## src/design/pgt_defines.vh

```
// constants for the power-good telemetry latch block
`ifndef PGT_DEFINES_VH
`define PGT_DEFINES_VH
`define PGT_SLAVE_ADDR 7'h30
`define PGT_REG_VSET 8'h00
`define PGT_REG_CONFIG 8'h03
`define PGT_REG_VOUT_LSB 8'h42
`define PGT_REG_VOUT_MSB 8'h43
`define PGT_REG_VIN 8'h46
`define PGT_REG_IOUT 8'h48
`define PGT_REG_TEMP_LSB 8'h4a
`define PGT_REG_TEMP_MSB 8'h4b
`define PGT_RST_VSET 8'h46
`define PGT_RST_CONFIG 8'h04
`define PGT_UNMAPPED 8'hff
`define PGT_SS_LSB 0
`define PGT_SS_MSB 2
`define PGT_SS_BASE_CYCLES 16'h0040
`define PGT_TEMP_CONV_MS 4
`define PGT_CLK_KHZ 40000
`define PGT_TEMP_CONV_CYCLES (`PGT_TEMP_CONV_MS * `PGT_CLK_KHZ)
`endif

```

## src/design/pgt_top.v

```verilog
// output-ok sequencing, telemetry latching and serial slave of the power module
`timescale 1ns/1ps
`include "pgt_defines.vh"
module pgt_top #(
	parameter TEMP_CONV_CYCLES = `PGT_TEMP_CONV_CYCLES,
	parameter SS_BASE_CYCLES = `PGT_SS_BASE_CYCLES
) (
	// clock and reset
	input wire clk_sys_in,
	input wire sys_rst_in,
	// power status
	input wire remote_enable_in,
	input wire input_lockout_upper_threshold_in,
	input wire fault_in,
	input wire [7:0] vout_meas_in,
	// adc results
	input wire adc_valid_in,
	input wire [1:0] adc_chan_in,
	input wire [15:0] adc_data_in,
	// serial bus pins
	input wire scl_in,
	input wire sda_in,
	output wire sda_oe_out,
	output wire sda_out,
	// output-ok open drain pin
	output wire output_ok_flag_out,
	output wire output_ok_flag_oe_out,
	// soft start progress and temperature conversion start
	output reg soft_start_done_out,
	output reg temp_conv_start_out
);
	localparam ST_OFF = 3'b001;
	localparam ST_NG = 3'b010;
	localparam ST_OK = 3'b100;
	localparam BS_IDLE = 4'b0001;
	localparam BS_ADDR = 4'b0010;
	localparam BS_DATA = 4'b0100;
	localparam BS_ACK = 4'b1000;

	reg [7:0] vset;
	reg [7:0] config_reg;
	reg [15:0] hold [0:3];
	reg [15:0] vis [0:3];
	reg [2:0] st;
	reg [2:0] next_st;
	reg [31:0] ss_cnt;
	reg [31:0] tcnt;
	reg scl_d;
	reg sda_d;
	reg [3:0] bs;
	reg [3:0] bitn;
	reg [7:0] shreg;
	reg rw;
	reg [1:0] bytei;
	reg [7:0] regaddr;
	reg [7:0] txbyte;
	reg sda_drive;
	reg pend_wr;
	reg [7:0] wdata;
	wire active;
	wire in5;
	wire in10;
	wire scl_rise;
	wire scl_fall;
	wire start_c;
	wire stop_c;
	reg [7:0] rd_mux;
	wire [7:0] sent_addr;
	wire copy_now;
	wire [31:0] ss_limit;
	wire tconv_wrap;
	// widths fixed here so the shift and compare stay 32 bits
	localparam [31:0] SS_BASE = SS_BASE_CYCLES;
	localparam [31:0] TCONV_LAST = TEMP_CONV_CYCLES - 1;

	assign active = remote_enable_in & input_lockout_upper_threshold_in;
	pgt_window #(.W(8), .PCT(5)) u_win5 (.target_in(vset), .value_in(vout_meas_in), .inside_out(in5));
	pgt_window #(.W(8), .PCT(10)) u_win10 (.target_in(vset), .value_in(vout_meas_in), .inside_out(in10));
	// the address counter has already stepped past the byte on the wire
	assign sent_addr = regaddr - 8'h01;
	assign copy_now = (bs == BS_DATA) && rw && scl_fall && (bitn == 4'h8);
	assign ss_limit = SS_BASE << config_reg[`PGT_SS_MSB:`PGT_SS_LSB];
	assign tconv_wrap = (tcnt >= TCONV_LAST);

	// ramp duration doubles with each code, i.e. rate halves
	always @(posedge clk_sys_in) begin
		if (sys_rst_in || !active) begin
			ss_cnt <= 32'h0;
			soft_start_done_out <= 1'b0;
		end else if (!soft_start_done_out) begin
			// counter stops once done, so a long enable never wraps it
			if (ss_cnt >= ss_limit)
				soft_start_done_out <= 1'b1;
			else
				ss_cnt <= ss_cnt + 32'h1;
		end
	end

	always @* begin
		next_st = st;
		case (st)
			ST_OFF: if (active) next_st = ST_NG;
			ST_NG: if (soft_start_done_out && !fault_in && in5) next_st = ST_OK;
			// fault wins over regulation so a trip always pulls the flag while active
			ST_OK: if (fault_in || !in10) next_st = ST_NG;
			default: next_st = ST_OFF;
		endcase
		if (!active)
			next_st = ST_OFF;
	end

	always @(posedge clk_sys_in) begin
		if (sys_rst_in)
			st <= ST_OFF;
		else
			st <= next_st;
	end

	// open drain: enable pulls low only while not good; off state releases
	assign output_ok_flag_out = 1'b0;
	assign output_ok_flag_oe_out = (st == ST_NG);

	// temperature conversion pacing
	// free-running pace keeps only one conversion in flight at a time
	always @(posedge clk_sys_in) begin
		if (sys_rst_in || tconv_wrap) begin
			tcnt <= 32'h0;
			temp_conv_start_out <= !sys_rst_in;
		end else begin
			tcnt <= tcnt + 32'h1;
			temp_conv_start_out <= 1'b0;
		end
	end

	// channel 0 vout, 1 vin, 2 iout, 3 temperature in half-degree steps
	genvar g;
	generate
		for (g = 0; g < 4; g = g + 1) begin : g_tel
			always @(posedge clk_sys_in) begin
				if (sys_rst_in) begin
					hold[g] <= 16'h0000;
					vis[g] <= 16'h0000;
				end else begin
					if (adc_valid_in && adc_chan_in == g)
						hold[g] <= adc_data_in;
					// copy once the upper byte has left; lower reads leave pair alone
					if (copy_now && rd_sel_upper(sent_addr) == g + 1)
						vis[g] <= hold[g];
				end
			end
		end
	endgenerate

	function [2:0] rd_sel_upper;
		input [7:0] a;
		begin
			case (a)
				`PGT_REG_VOUT_MSB: rd_sel_upper = 3'd1;
				`PGT_REG_VIN: rd_sel_upper = 3'd2;
				`PGT_REG_IOUT: rd_sel_upper = 3'd3;
				`PGT_REG_TEMP_MSB: rd_sel_upper = 3'd4;
				default: rd_sel_upper = 3'd0;
			endcase
		end
	endfunction

	// single-byte registers read their upper byte, so each read refreshes
	always @* begin
		case (regaddr)
			`PGT_REG_VSET: rd_mux = vset;
			`PGT_REG_CONFIG: rd_mux = config_reg;
			`PGT_REG_VOUT_LSB: rd_mux = vis[0][7:0];
			`PGT_REG_VOUT_MSB: rd_mux = vis[0][15:8];
			`PGT_REG_VIN: rd_mux = vis[1][15:8];
			`PGT_REG_IOUT: rd_mux = vis[2][15:8];
			`PGT_REG_TEMP_LSB: rd_mux = vis[3][7:0];
			`PGT_REG_TEMP_MSB: rd_mux = vis[3][15:8];
			default: rd_mux = `PGT_UNMAPPED;
		endcase
	end

	// pins are sampled with no glitch filter, so slow edges must be clean
	assign scl_rise = scl_in & ~scl_d;
	assign scl_fall = ~scl_in & scl_d;
	assign start_c = scl_in & scl_d & sda_d & ~sda_in;
	assign stop_c = scl_in & scl_d & ~sda_d & sda_in;
	assign sda_out = 1'b0;
	assign sda_oe_out = sda_drive;

	always @(posedge clk_sys_in) begin
		if (sys_rst_in) begin
			scl_d <= 1'b1;
			sda_d <= 1'b1;
			bs <= BS_IDLE;
			bitn <= 4'h0;
			shreg <= 8'h00;
			rw <= 1'b0;
			bytei <= 2'd0;
			regaddr <= 8'h00;
			txbyte <= 8'hff;
			sda_drive <= 1'b0;
			pend_wr <= 1'b0;
			wdata <= 8'h00;
			vset <= `PGT_RST_VSET;
			config_reg <= `PGT_RST_CONFIG;
		end else begin
			scl_d <= scl_in;
			sda_d <= sda_in;
			if (start_c) begin
				bs <= BS_ADDR;
				bitn <= 4'h0;
				bytei <= 2'd0;
				sda_drive <= 1'b0;
			end else if (stop_c) begin
				bs <= BS_IDLE;
				sda_drive <= 1'b0;
			end else begin
				case (bs)
					BS_ADDR, BS_DATA: begin
						if (scl_rise && !(bs == BS_DATA && rw)) begin
							shreg <= {shreg[6:0], sda_in};
							bitn <= bitn + 4'h1;
						end else if (scl_rise) begin
							bitn <= bitn + 4'h1;
						end
						if (scl_fall && bs == BS_DATA && rw)
							sda_drive <= ~txbyte[7 - bitn[2:0]];
						if (scl_fall && bitn == 4'h8) begin
							bitn <= 4'h8;
							if (bs == BS_ADDR) begin
								rw <= shreg[0];
								if (shreg[7:1] == `PGT_SLAVE_ADDR) begin
									sda_drive <= 1'b1;
									bs <= BS_ACK;
									txbyte <= rd_mux;
								end else
									bs <= BS_IDLE;
							end else if (rw) begin
								sda_drive <= 1'b0;
								bs <= BS_ACK;
							end else begin
								sda_drive <= 1'b1;
								bs <= BS_ACK;
								// byte 0 was the device address, byte 1 is the register pointer
								if (bytei == 2'd1)
									regaddr <= shreg;
								else begin
									wdata <= shreg;
									pend_wr <= 1'b1;
								end
							end
						end
					end
					BS_ACK: begin
						if (scl_rise && rw && sda_in)
							bs <= BS_IDLE; // master nack ends a read
						if (scl_fall) begin
							bitn <= 4'h0;
							bs <= BS_DATA;
							sda_drive <= 1'b0;
							if (rw) begin
								txbyte <= rd_mux;
								sda_drive <= ~rd_mux[7];
								regaddr <= regaddr + 8'h01;
							end else if (bytei != 2'd0 && pend_wr)
								regaddr <= regaddr + 8'h01;
							if (bytei != 2'd3)
								bytei <= bytei + 2'd1;
							pend_wr <= 1'b0;
							if (pend_wr) begin
								// only target and ramp are writable, the rest is fixed
								if (regaddr == `PGT_REG_VSET)
									vset <= wdata;
								else if (regaddr == `PGT_REG_CONFIG)
									config_reg <= {5'h00, wdata[`PGT_SS_MSB:`PGT_SS_LSB]};
							end
						end
					end
					default: bs <= BS_IDLE;
				endcase
			end
		end
	end
endmodule // pgt_top

```

## src/design/pgt_window.v

```verilog
// window comparator: is a measured value inside target plus or minus a percentage
`timescale 1ns/1ps
module pgt_window #(
	parameter W = 16,
	parameter PCT = 5
) (
	// values
	input wire [W-1:0] target_in,
	input wire [W-1:0] value_in,
	// result
	output wire inside_out
);
	// scale by 100 instead of dividing; wide enough to never overflow
	localparam [W+7:0] K_MID = 100;
	localparam [W+7:0] K_LO = 100 - PCT;
	localparam [W+7:0] K_HI = 100 + PCT;
	wire [W+7:0] v100;
	wire [W+7:0] lo;
	wire [W+7:0] hi;
	assign v100 = {8'h00, value_in} * K_MID;
	assign lo = {8'h00, target_in} * K_LO;
	assign hi = {8'h00, target_in} * K_HI;
	assign inside_out = (v100 >= lo) && (v100 <= hi);
endmodule // pgt_window

```

## config.mk

```make
export PLATFORM = sky130hd
export DESIGN_NAME = pgt_top
export DESIGN_NICKNAME = d
export VERILOG_FILES = /design/src/design/pgt_top.v /design/src/design/pgt_window.v
export VERILOG_INCLUDE_DIRS = /design/src /design/src/design
export SDC_FILE = /design/constraint.sdc
export NUM_CORES = 1
export LEC_CHECK = 0
export BUFFER_PORTS_ARGS = -buffer_cell sky130_fd_sc_hd__buf_2
export CAP_MARGIN = 25
export CORE_MARGIN = 2
export CORE_UTILIZATION = 51
export DETAILED_ROUTE_END_ITERATION = 7
export PLACE_DENSITY_LB_ADDON = 0.1
export SYNTH_ARGS = -nofsm -noshare
export SYNTH_HDL_FRONTEND = slang
export SYNTH_SLANG_ARGS = --single-unit
```

## constraint.sdc

```tcl
create_clock -name clk_sys_in -period 9.54 [get_ports clk_sys_in]
set_input_delay 0.954 -clock clk_sys_in [delete_from_list [all_inputs] [get_ports clk_sys_in]]
set_output_delay 0.954 -clock clk_sys_in [all_outputs]
set_load 0.005 [all_outputs]
```

# == Word level (Yosys, flattened, before mapping) ==
# Memories as Yosys holds them, arrays and structs flattened.
# Index checks and enable logic that the tools add are counted.
# op_classes
shift,1
bitwise_logic,31
muxes,85
add_sub_neg,7
n_mul,5
n_lt_le_gt_ge,7
eq_ne,44
n_reduce_logical,53
# op_table
operator,count
16-bit two-way mux,8
8-bit two-way mux,12
"8-bit by 7-bit equality test with 1-bit output, second input constant",10
"32-bit by 1-bit adder with 32-bit output, second input constant",2
8-bit one-hot mux with 8 select lines,1
1-bit two-way mux,41
4-bit two-way mux,9
"32-bit by 18-bit greater-or-equal comparator with 1-bit output, second input constant",1
32-bit greater-or-equal comparator,1
"32-bit by 4-bit < comparator with 1-bit output, second input constant",1
8-bit one-hot mux with 2 select lines,2
"7-bit by 3-bit left shift with 32-bit output, first input constant",1
15-bit greater-or-equal comparator,2
15-bit less-or-equal comparator,2
"8-bit by 7-bit multiplier with 15-bit output, second input constant",2
"8-bit by 6-bit multiplier with 14-bit output, second input constant",2
1-bit logical AND,22
"2-bit != test, second input constant",11
4-bit one-hot mux with 2 select lines,2
8-bit AND reduction,2
1-bit NOT,15
7-bit AND reduction,2
"8-bit by 5-bit multiplier with 13-bit output, second input constant",1
3-bit one-hot mux with 4 select lines,1
38 further kinds,80
# totals
n_memories,2
mem_bits_rw,128
regBits,127
in_bits,34
output_inout_bits,6
elab_cells,255
# mem_list
memory,words,width,rd,rd_ports_with_merged_regs,wr,line_no,text
hold,4,16,4,0,4,pgt_top.v:42,reg [15:0] hold [0:3];
vis,4,16,4,0,4,pgt_top.v:43,reg [15:0] vis [0:3];

# == Logic depth before layout (Yosys ltp) ==
# logic_depth
depth_word,10
mapped_depth,22
depth_no_buf,22

# == By module ==
# A second synthesis with hierarchy kept.
# unflattened
hier_cells,1804
area_unflattened_um2,17201.5
# by_module_without_submodules
mod,n_inst,area_each_um2,cells_each,seq_area_each_um2
pgt_top,1,10354.9,1015,5425.2
pgt_window (u_win5),1,3674.8,426,0.0
pgt_window (u_win10),1,3171.8,363,0.0

# == Worst setup path after synthesis ==
# No wires, ideal clock.
# synth_path
path_kind,register -> register
startpoint,register vset[4]
endpoint,register st[1]
path_stages_with_launch,22
path_slack_ps,4456
n_path_buf,0
t_required_ps,9420
arrival_time_ps,4963
setup_time_ps,120
period_less_slack_ps,5084
cell_sequence,dfxtp_1 -> inv_1 -> fa_1 -> inv_1 -> ha_1 -> fa_1 -> inv_1 -> fa_1 -> inv_1 -> ha_1 -> and3_1 -> a211o_1 -> a31oi_1 -> nor4b_1 -> a211oi_1 -> ha_1 -> nand2_1 -> o31ai_1 -> nand3b_1 -> a221oi_1 -> o311a_1 -> nor3_1
# synth_between
elab_chain_cells,7
elab_cells_between_ends,16
classes_between,4 x mul; 4 x order compare; 2 x eq/ne; 6 x reduce/logical
# synth_lines
element,line_no,text
from (decl),pgt_top.v:40,reg [7:0] vset;
from (signal assigned),pgt_top.v:204,vset <= `PGT_RST_VSET;
from (signal assigned),pgt_top.v:273,vset <= wdata;
8-bit by 6-bit multiplier with 14-bit output (on tied branches),"pgt_window.v:21, pgt_window.v:22",
15-bit greater-or-equal comparator or 15-bit less-or-equal comparator (tied branches),pgt_window.v:23,assign inside_out = (v100 >= lo) && (v100 <= hi);
1-bit logical AND,pgt_window.v:23,
1-bit zero test,pgt_top.v:105,ST_OK: if (fault_in || !in10) next_st = ST_NG;
1-bit logical OR,pgt_top.v:105,
2-bit != test (no line),n/a,
2-bit AND reduction (no line) *,n/a,
to (signal assigned),pgt_top.v:116,st <= next_st;
to (decl),pgt_top.v:44,reg [2:0] st;
# Mark *: on every way between the ends. The rest lies on a longest branch, timed or not.
# A chain may end at the register's enable or synchronous reset.

# == Final worst setup path ==
# Same ends and word-level chain as after synthesis.

==> run summary <==
========================================================================================
Result of the run                                                              completed
Slew headroom                                                                      0.343
Level count of the clock H-tree                                                        1
Largest net degree at the start of global routing                                     49
Filler cells                                                                        2675
Placed cell count                                                                   1966
Final worst clock skew                                                           26.1 ps
Post-synthesis sequential area ratio                                               0.354
Final setup vio count                                                                  0
Async S/R FF share, synth                                                              0
First-pass detailed-route iteration total                                              6
Vias post-DR                                                                       11200
Clock tree root buffer cell                                                    clkbuf_16
Highest-delay cell along the critical path                                       dfxtp_1
Average wire per cell in the routed design                                       17.3 um
Number of buffers inserted for hold repair after clock tree synthesis                  0
Count of yosys warnings during synthesis                                               0
Max frequency                                                                  0.177 GHz
I/O pin count                                                                         40
Area of the placeable core                                                   0.0296 mm^2
Clock net sink count                                                                 223
Post-synthesis cell area                                                     0.0153 mm^2
Area added between synthesis and finish                                            9.22%
Number of enable-type register cells in the synthesized netlist                       96
Setup CP Type                                                                 reg -> reg
Standby leakage power                                                            7.27 nW
Final hold vios                                                                        0
Clock tree from TritonCTS                                                            yes
Final critical-path required period                                              5660 ps
Critical Path Most Common Cell                                                     inv_1
Total Negative Setup Slacks                                                         0 ps
Remaining global-route overflow                                                        0
Total Routing Usage GR                                                             0.227
Design Power                                                                     2.23 mW
Post-Route Utilization                                                             0.564
Longest Clk Path Bufs                                                                  3
Largest registers in the final layout                                       hold (48), vis (48)
Class of the most critical hold timing path                                   reg -> reg
Die Y-Extent                                                                      177 um
Number of buffers added for setup after CTS                                            0
X dimension of the die                                                            177 um
Clock transition at the registers of the reported paths                            60 ps
Total clock buffers created by CTS                                                    25
List of cells traversed by the critical path                                inv_1 -> fa_1 -> inv_1 -> ha_1 -> fa_1 -> inv_1 -> fa_1 -> inv_1 -> ha_1 -> and3_1 -> a211o_1 -> a31oi_1 -> nor4b_1 -> a211oi_1 -> ha_1 -> nand2_1 -> o31ai_1 -> nand3b_1 -> a221oi_1 -> o311a_1 -> nor3_1
Residual antenna-violating net count after detailed routing                            0
Initial cell density of the core                                                   0.517
Tightest Pin Transition                                                           977 ps
Antenna cells                                                                          0
Initial antenna violation count                                                        0
Syn_area_per_cell                                                              9.81 um^2
Worst endpoint data arrival time                                                 6060 ps
VDD IR max                                                                        153 uV
CP peak stage delay                                                               630 ps
Total wirelength of the detailed-routed design                                  34900 um
DRC                                                                                    0
Cell count after synthesis                                                          1561
Top FF cell, synth                                                               dfxtp_1
Via count of the first global-routing pass                                         10800
Row count                                                                             63
Buffers added on ports                                                                37
Drt via density                                                                     5.55
Post-cts gate resize count                                                             0
Power density cells                                                          133 mW/mm^2
Share of cells above drive strength 1                                             0.0678
Commonest cells after routing, fill and taps aside                          ha_1 (199), inv_1 (162), dfxtp_1 (127), nor2_1 (123), and2_1 (118)
Count of different cell masters after synthesis                                       83
Clock network latency to the later pin of the worst-skew pair                     530 ps
CP Data Required Time                                                            9930 ps
Setup repair after global routing missed its margin                                false
Floorplan die area                                                           0.0314 mm^2
Max_cap viols                                                                          0
Final weighted congestion in routability-driven placement                          0.874
Flip-flop and latch count after synthesis                                            223
Final Hold Slack                                                                  460 ps
Layout net count                                                                    1891
Half-perimeter wire length after placement                                      27000 um
Portion of the clock cycle consumed by the worst path in the final layout          0.594
CP Capture Type                                                                flip-flop
Number of standard cells in the final layout excluding fillers                      2013
First-pass GRT wire length                                                      56800 um
Count of final max-slew check failures                                                 0
Leading cell type in the layout, fill and taps excluded                             ha_1
Crit path launch type                                                          flip-flop
Number of DRC markers in iteration 0                                                 688
Crit-path max FO                                                                      10
========================================================================================
[synthesized netlist by cell type, types with 6 or more instances]
| cell type | count | area [um^2] |
|---|---|---|
| and2_1 | 118 | 738 |
| o41ai_1 | 7 | 61.3 |
| o21a_1 | 11 | 82.6 |
| a32oi_1 | 6 | 52.6 |
| nand3_1 | 31 | 155 |
| ha_1 | 199 | 2490 |
| a2111oi_0 | 9 | 78.8 |
| and3_1 | 14 | 87.6 |
| xnor2_1 | 28 | 245 |
| o211ai_1 | 13 | 97.6 |
| a211oi_1 | 10 | 75.1 |
| dfxtp_1 | 127 | 2540 |
| nor4b_1 | 8 | 70.1 |
| nand2b_1 | 18 | 113 |
| nor3_1 | 27 | 135 |
| nand2_1 | 76 | 285 |
| nor2b_1 | 16 | 100 |
| xor2_1 | 44 | 385 |
| edfxtp_1 | 96 | 2880 |
| a21oi_1 | 61 | 305 |
| or4_1 | 6 | 45.0 |
| mux2i_1 | 36 | 360 |
| o21ai_0 | 54 | 270 |
| and4_1 | 6 | 52.6 |
| fa_1 | 52 | 1040 |
| or2_2 | 7 | 43.8 |
| clkbuf_1 | 33 | 124 |
| nand4_1 | 20 | 125 |
| inv_1 | 162 | 608 |
| a22oi_1 | 9 | 67.6 |
| nor4_1 | 12 | 75.1 |
| a31oi_1 | 9 | 56.3 |
| nor2_1 | 123 | 462 |
| a21o_1 | 9 | 67.6 |
| o31ai_1 | 9 | 67.6 |
[area by class of cell]
class	count	area [um^2]	share of cell area
multi-input cells	1145	9150	0.547
flip-flops and latches	223	5430	0.324
clock buffers	35	683	0.0409
inverters	162	608	0.0364
well taps	390	488	0.0292
repair buffers	49	268	0.0160
clock inverters	9	103	0.00614
[through the flow]
stage	area [um^2]	setup slack, ps
after global placement	15900	4060
final	16700	3880
after CTS	16700	3880
after floorplan	15400	4460
after detailed placement	15900	3930
after global routing	16700	3510
[metal layers]
layer	global-route usage	part of all wire
met4	0.0505	0.019
met5	0	0
met2	0.375	0.47
met1	0.322	0.47
met3	0.0223	0.037
[final timing paths]
| path | start | to | slack (ps) | depth (start not counted) |
|---|---|---|---|---|
| worst max-delay path | vset[4] | st[1] | 3880 | 21 |
| worst min-delay path | ss_cnt[27] | ss_cnt[27] | 460 | 1 |
| worst max register to register | vset[4] | st[1] | 3880 | 21 |
| worst min register to register | ss_cnt[27] | ss_cnt[27] | 460 | 1 |
[report_power, final]
| part | switching (mW) | total (mW) | internal, mW | leakage (nW) |
|---|---|---|---|---|
| logic | 0.164 | 0.268 | 0.104 | 4.93 |
| clock network | 0.373 | 0.926 | 0.552 | 0.380 |
| registers | 0.0104 | 1.04 | 1.03 | 1.96 |
| total | 0.547 | 2.23 | 1.68 | 7.27 |
[worst max-delay path: cells and delay by family (launching register included)]
| family | cells | cell delay [ps] |
|---|---|---|
| AND/OR/NAND/NOR | 5 | 490 |
| buffers and inverters | 4 | 370 |
| adder cells (fa/ha/maj) | 6 | 2340 |
| flip-flops | 1 | 630 |
| AO/OA/AOI/OAI | 6 | 1660 |
[cells by family (layout without fill, tap and decap cells)]
| group | Yosys count | after routing | share of synthesized area |
|---|---|---|---|
| AOI/OAI and AO/OA | 257 | 257 | 0.113 |
| xor gates and xnor gates | 72 | 72 | 0.0412 |
| adders and majority gates | 251 | 251 | 0.231 |
| buffers and inverters | 208 | 255 | 0.0534 |
| DFF | 223 | 223 | 0.354 |
| muxes | 40 | 40 | 0.0280 |
| other | 1 | 16 | 0.000245 |
| and+or+nand+nor | 509 | 509 | 0.180 |
Note: power is estimated with default switching activity, not from simulation.
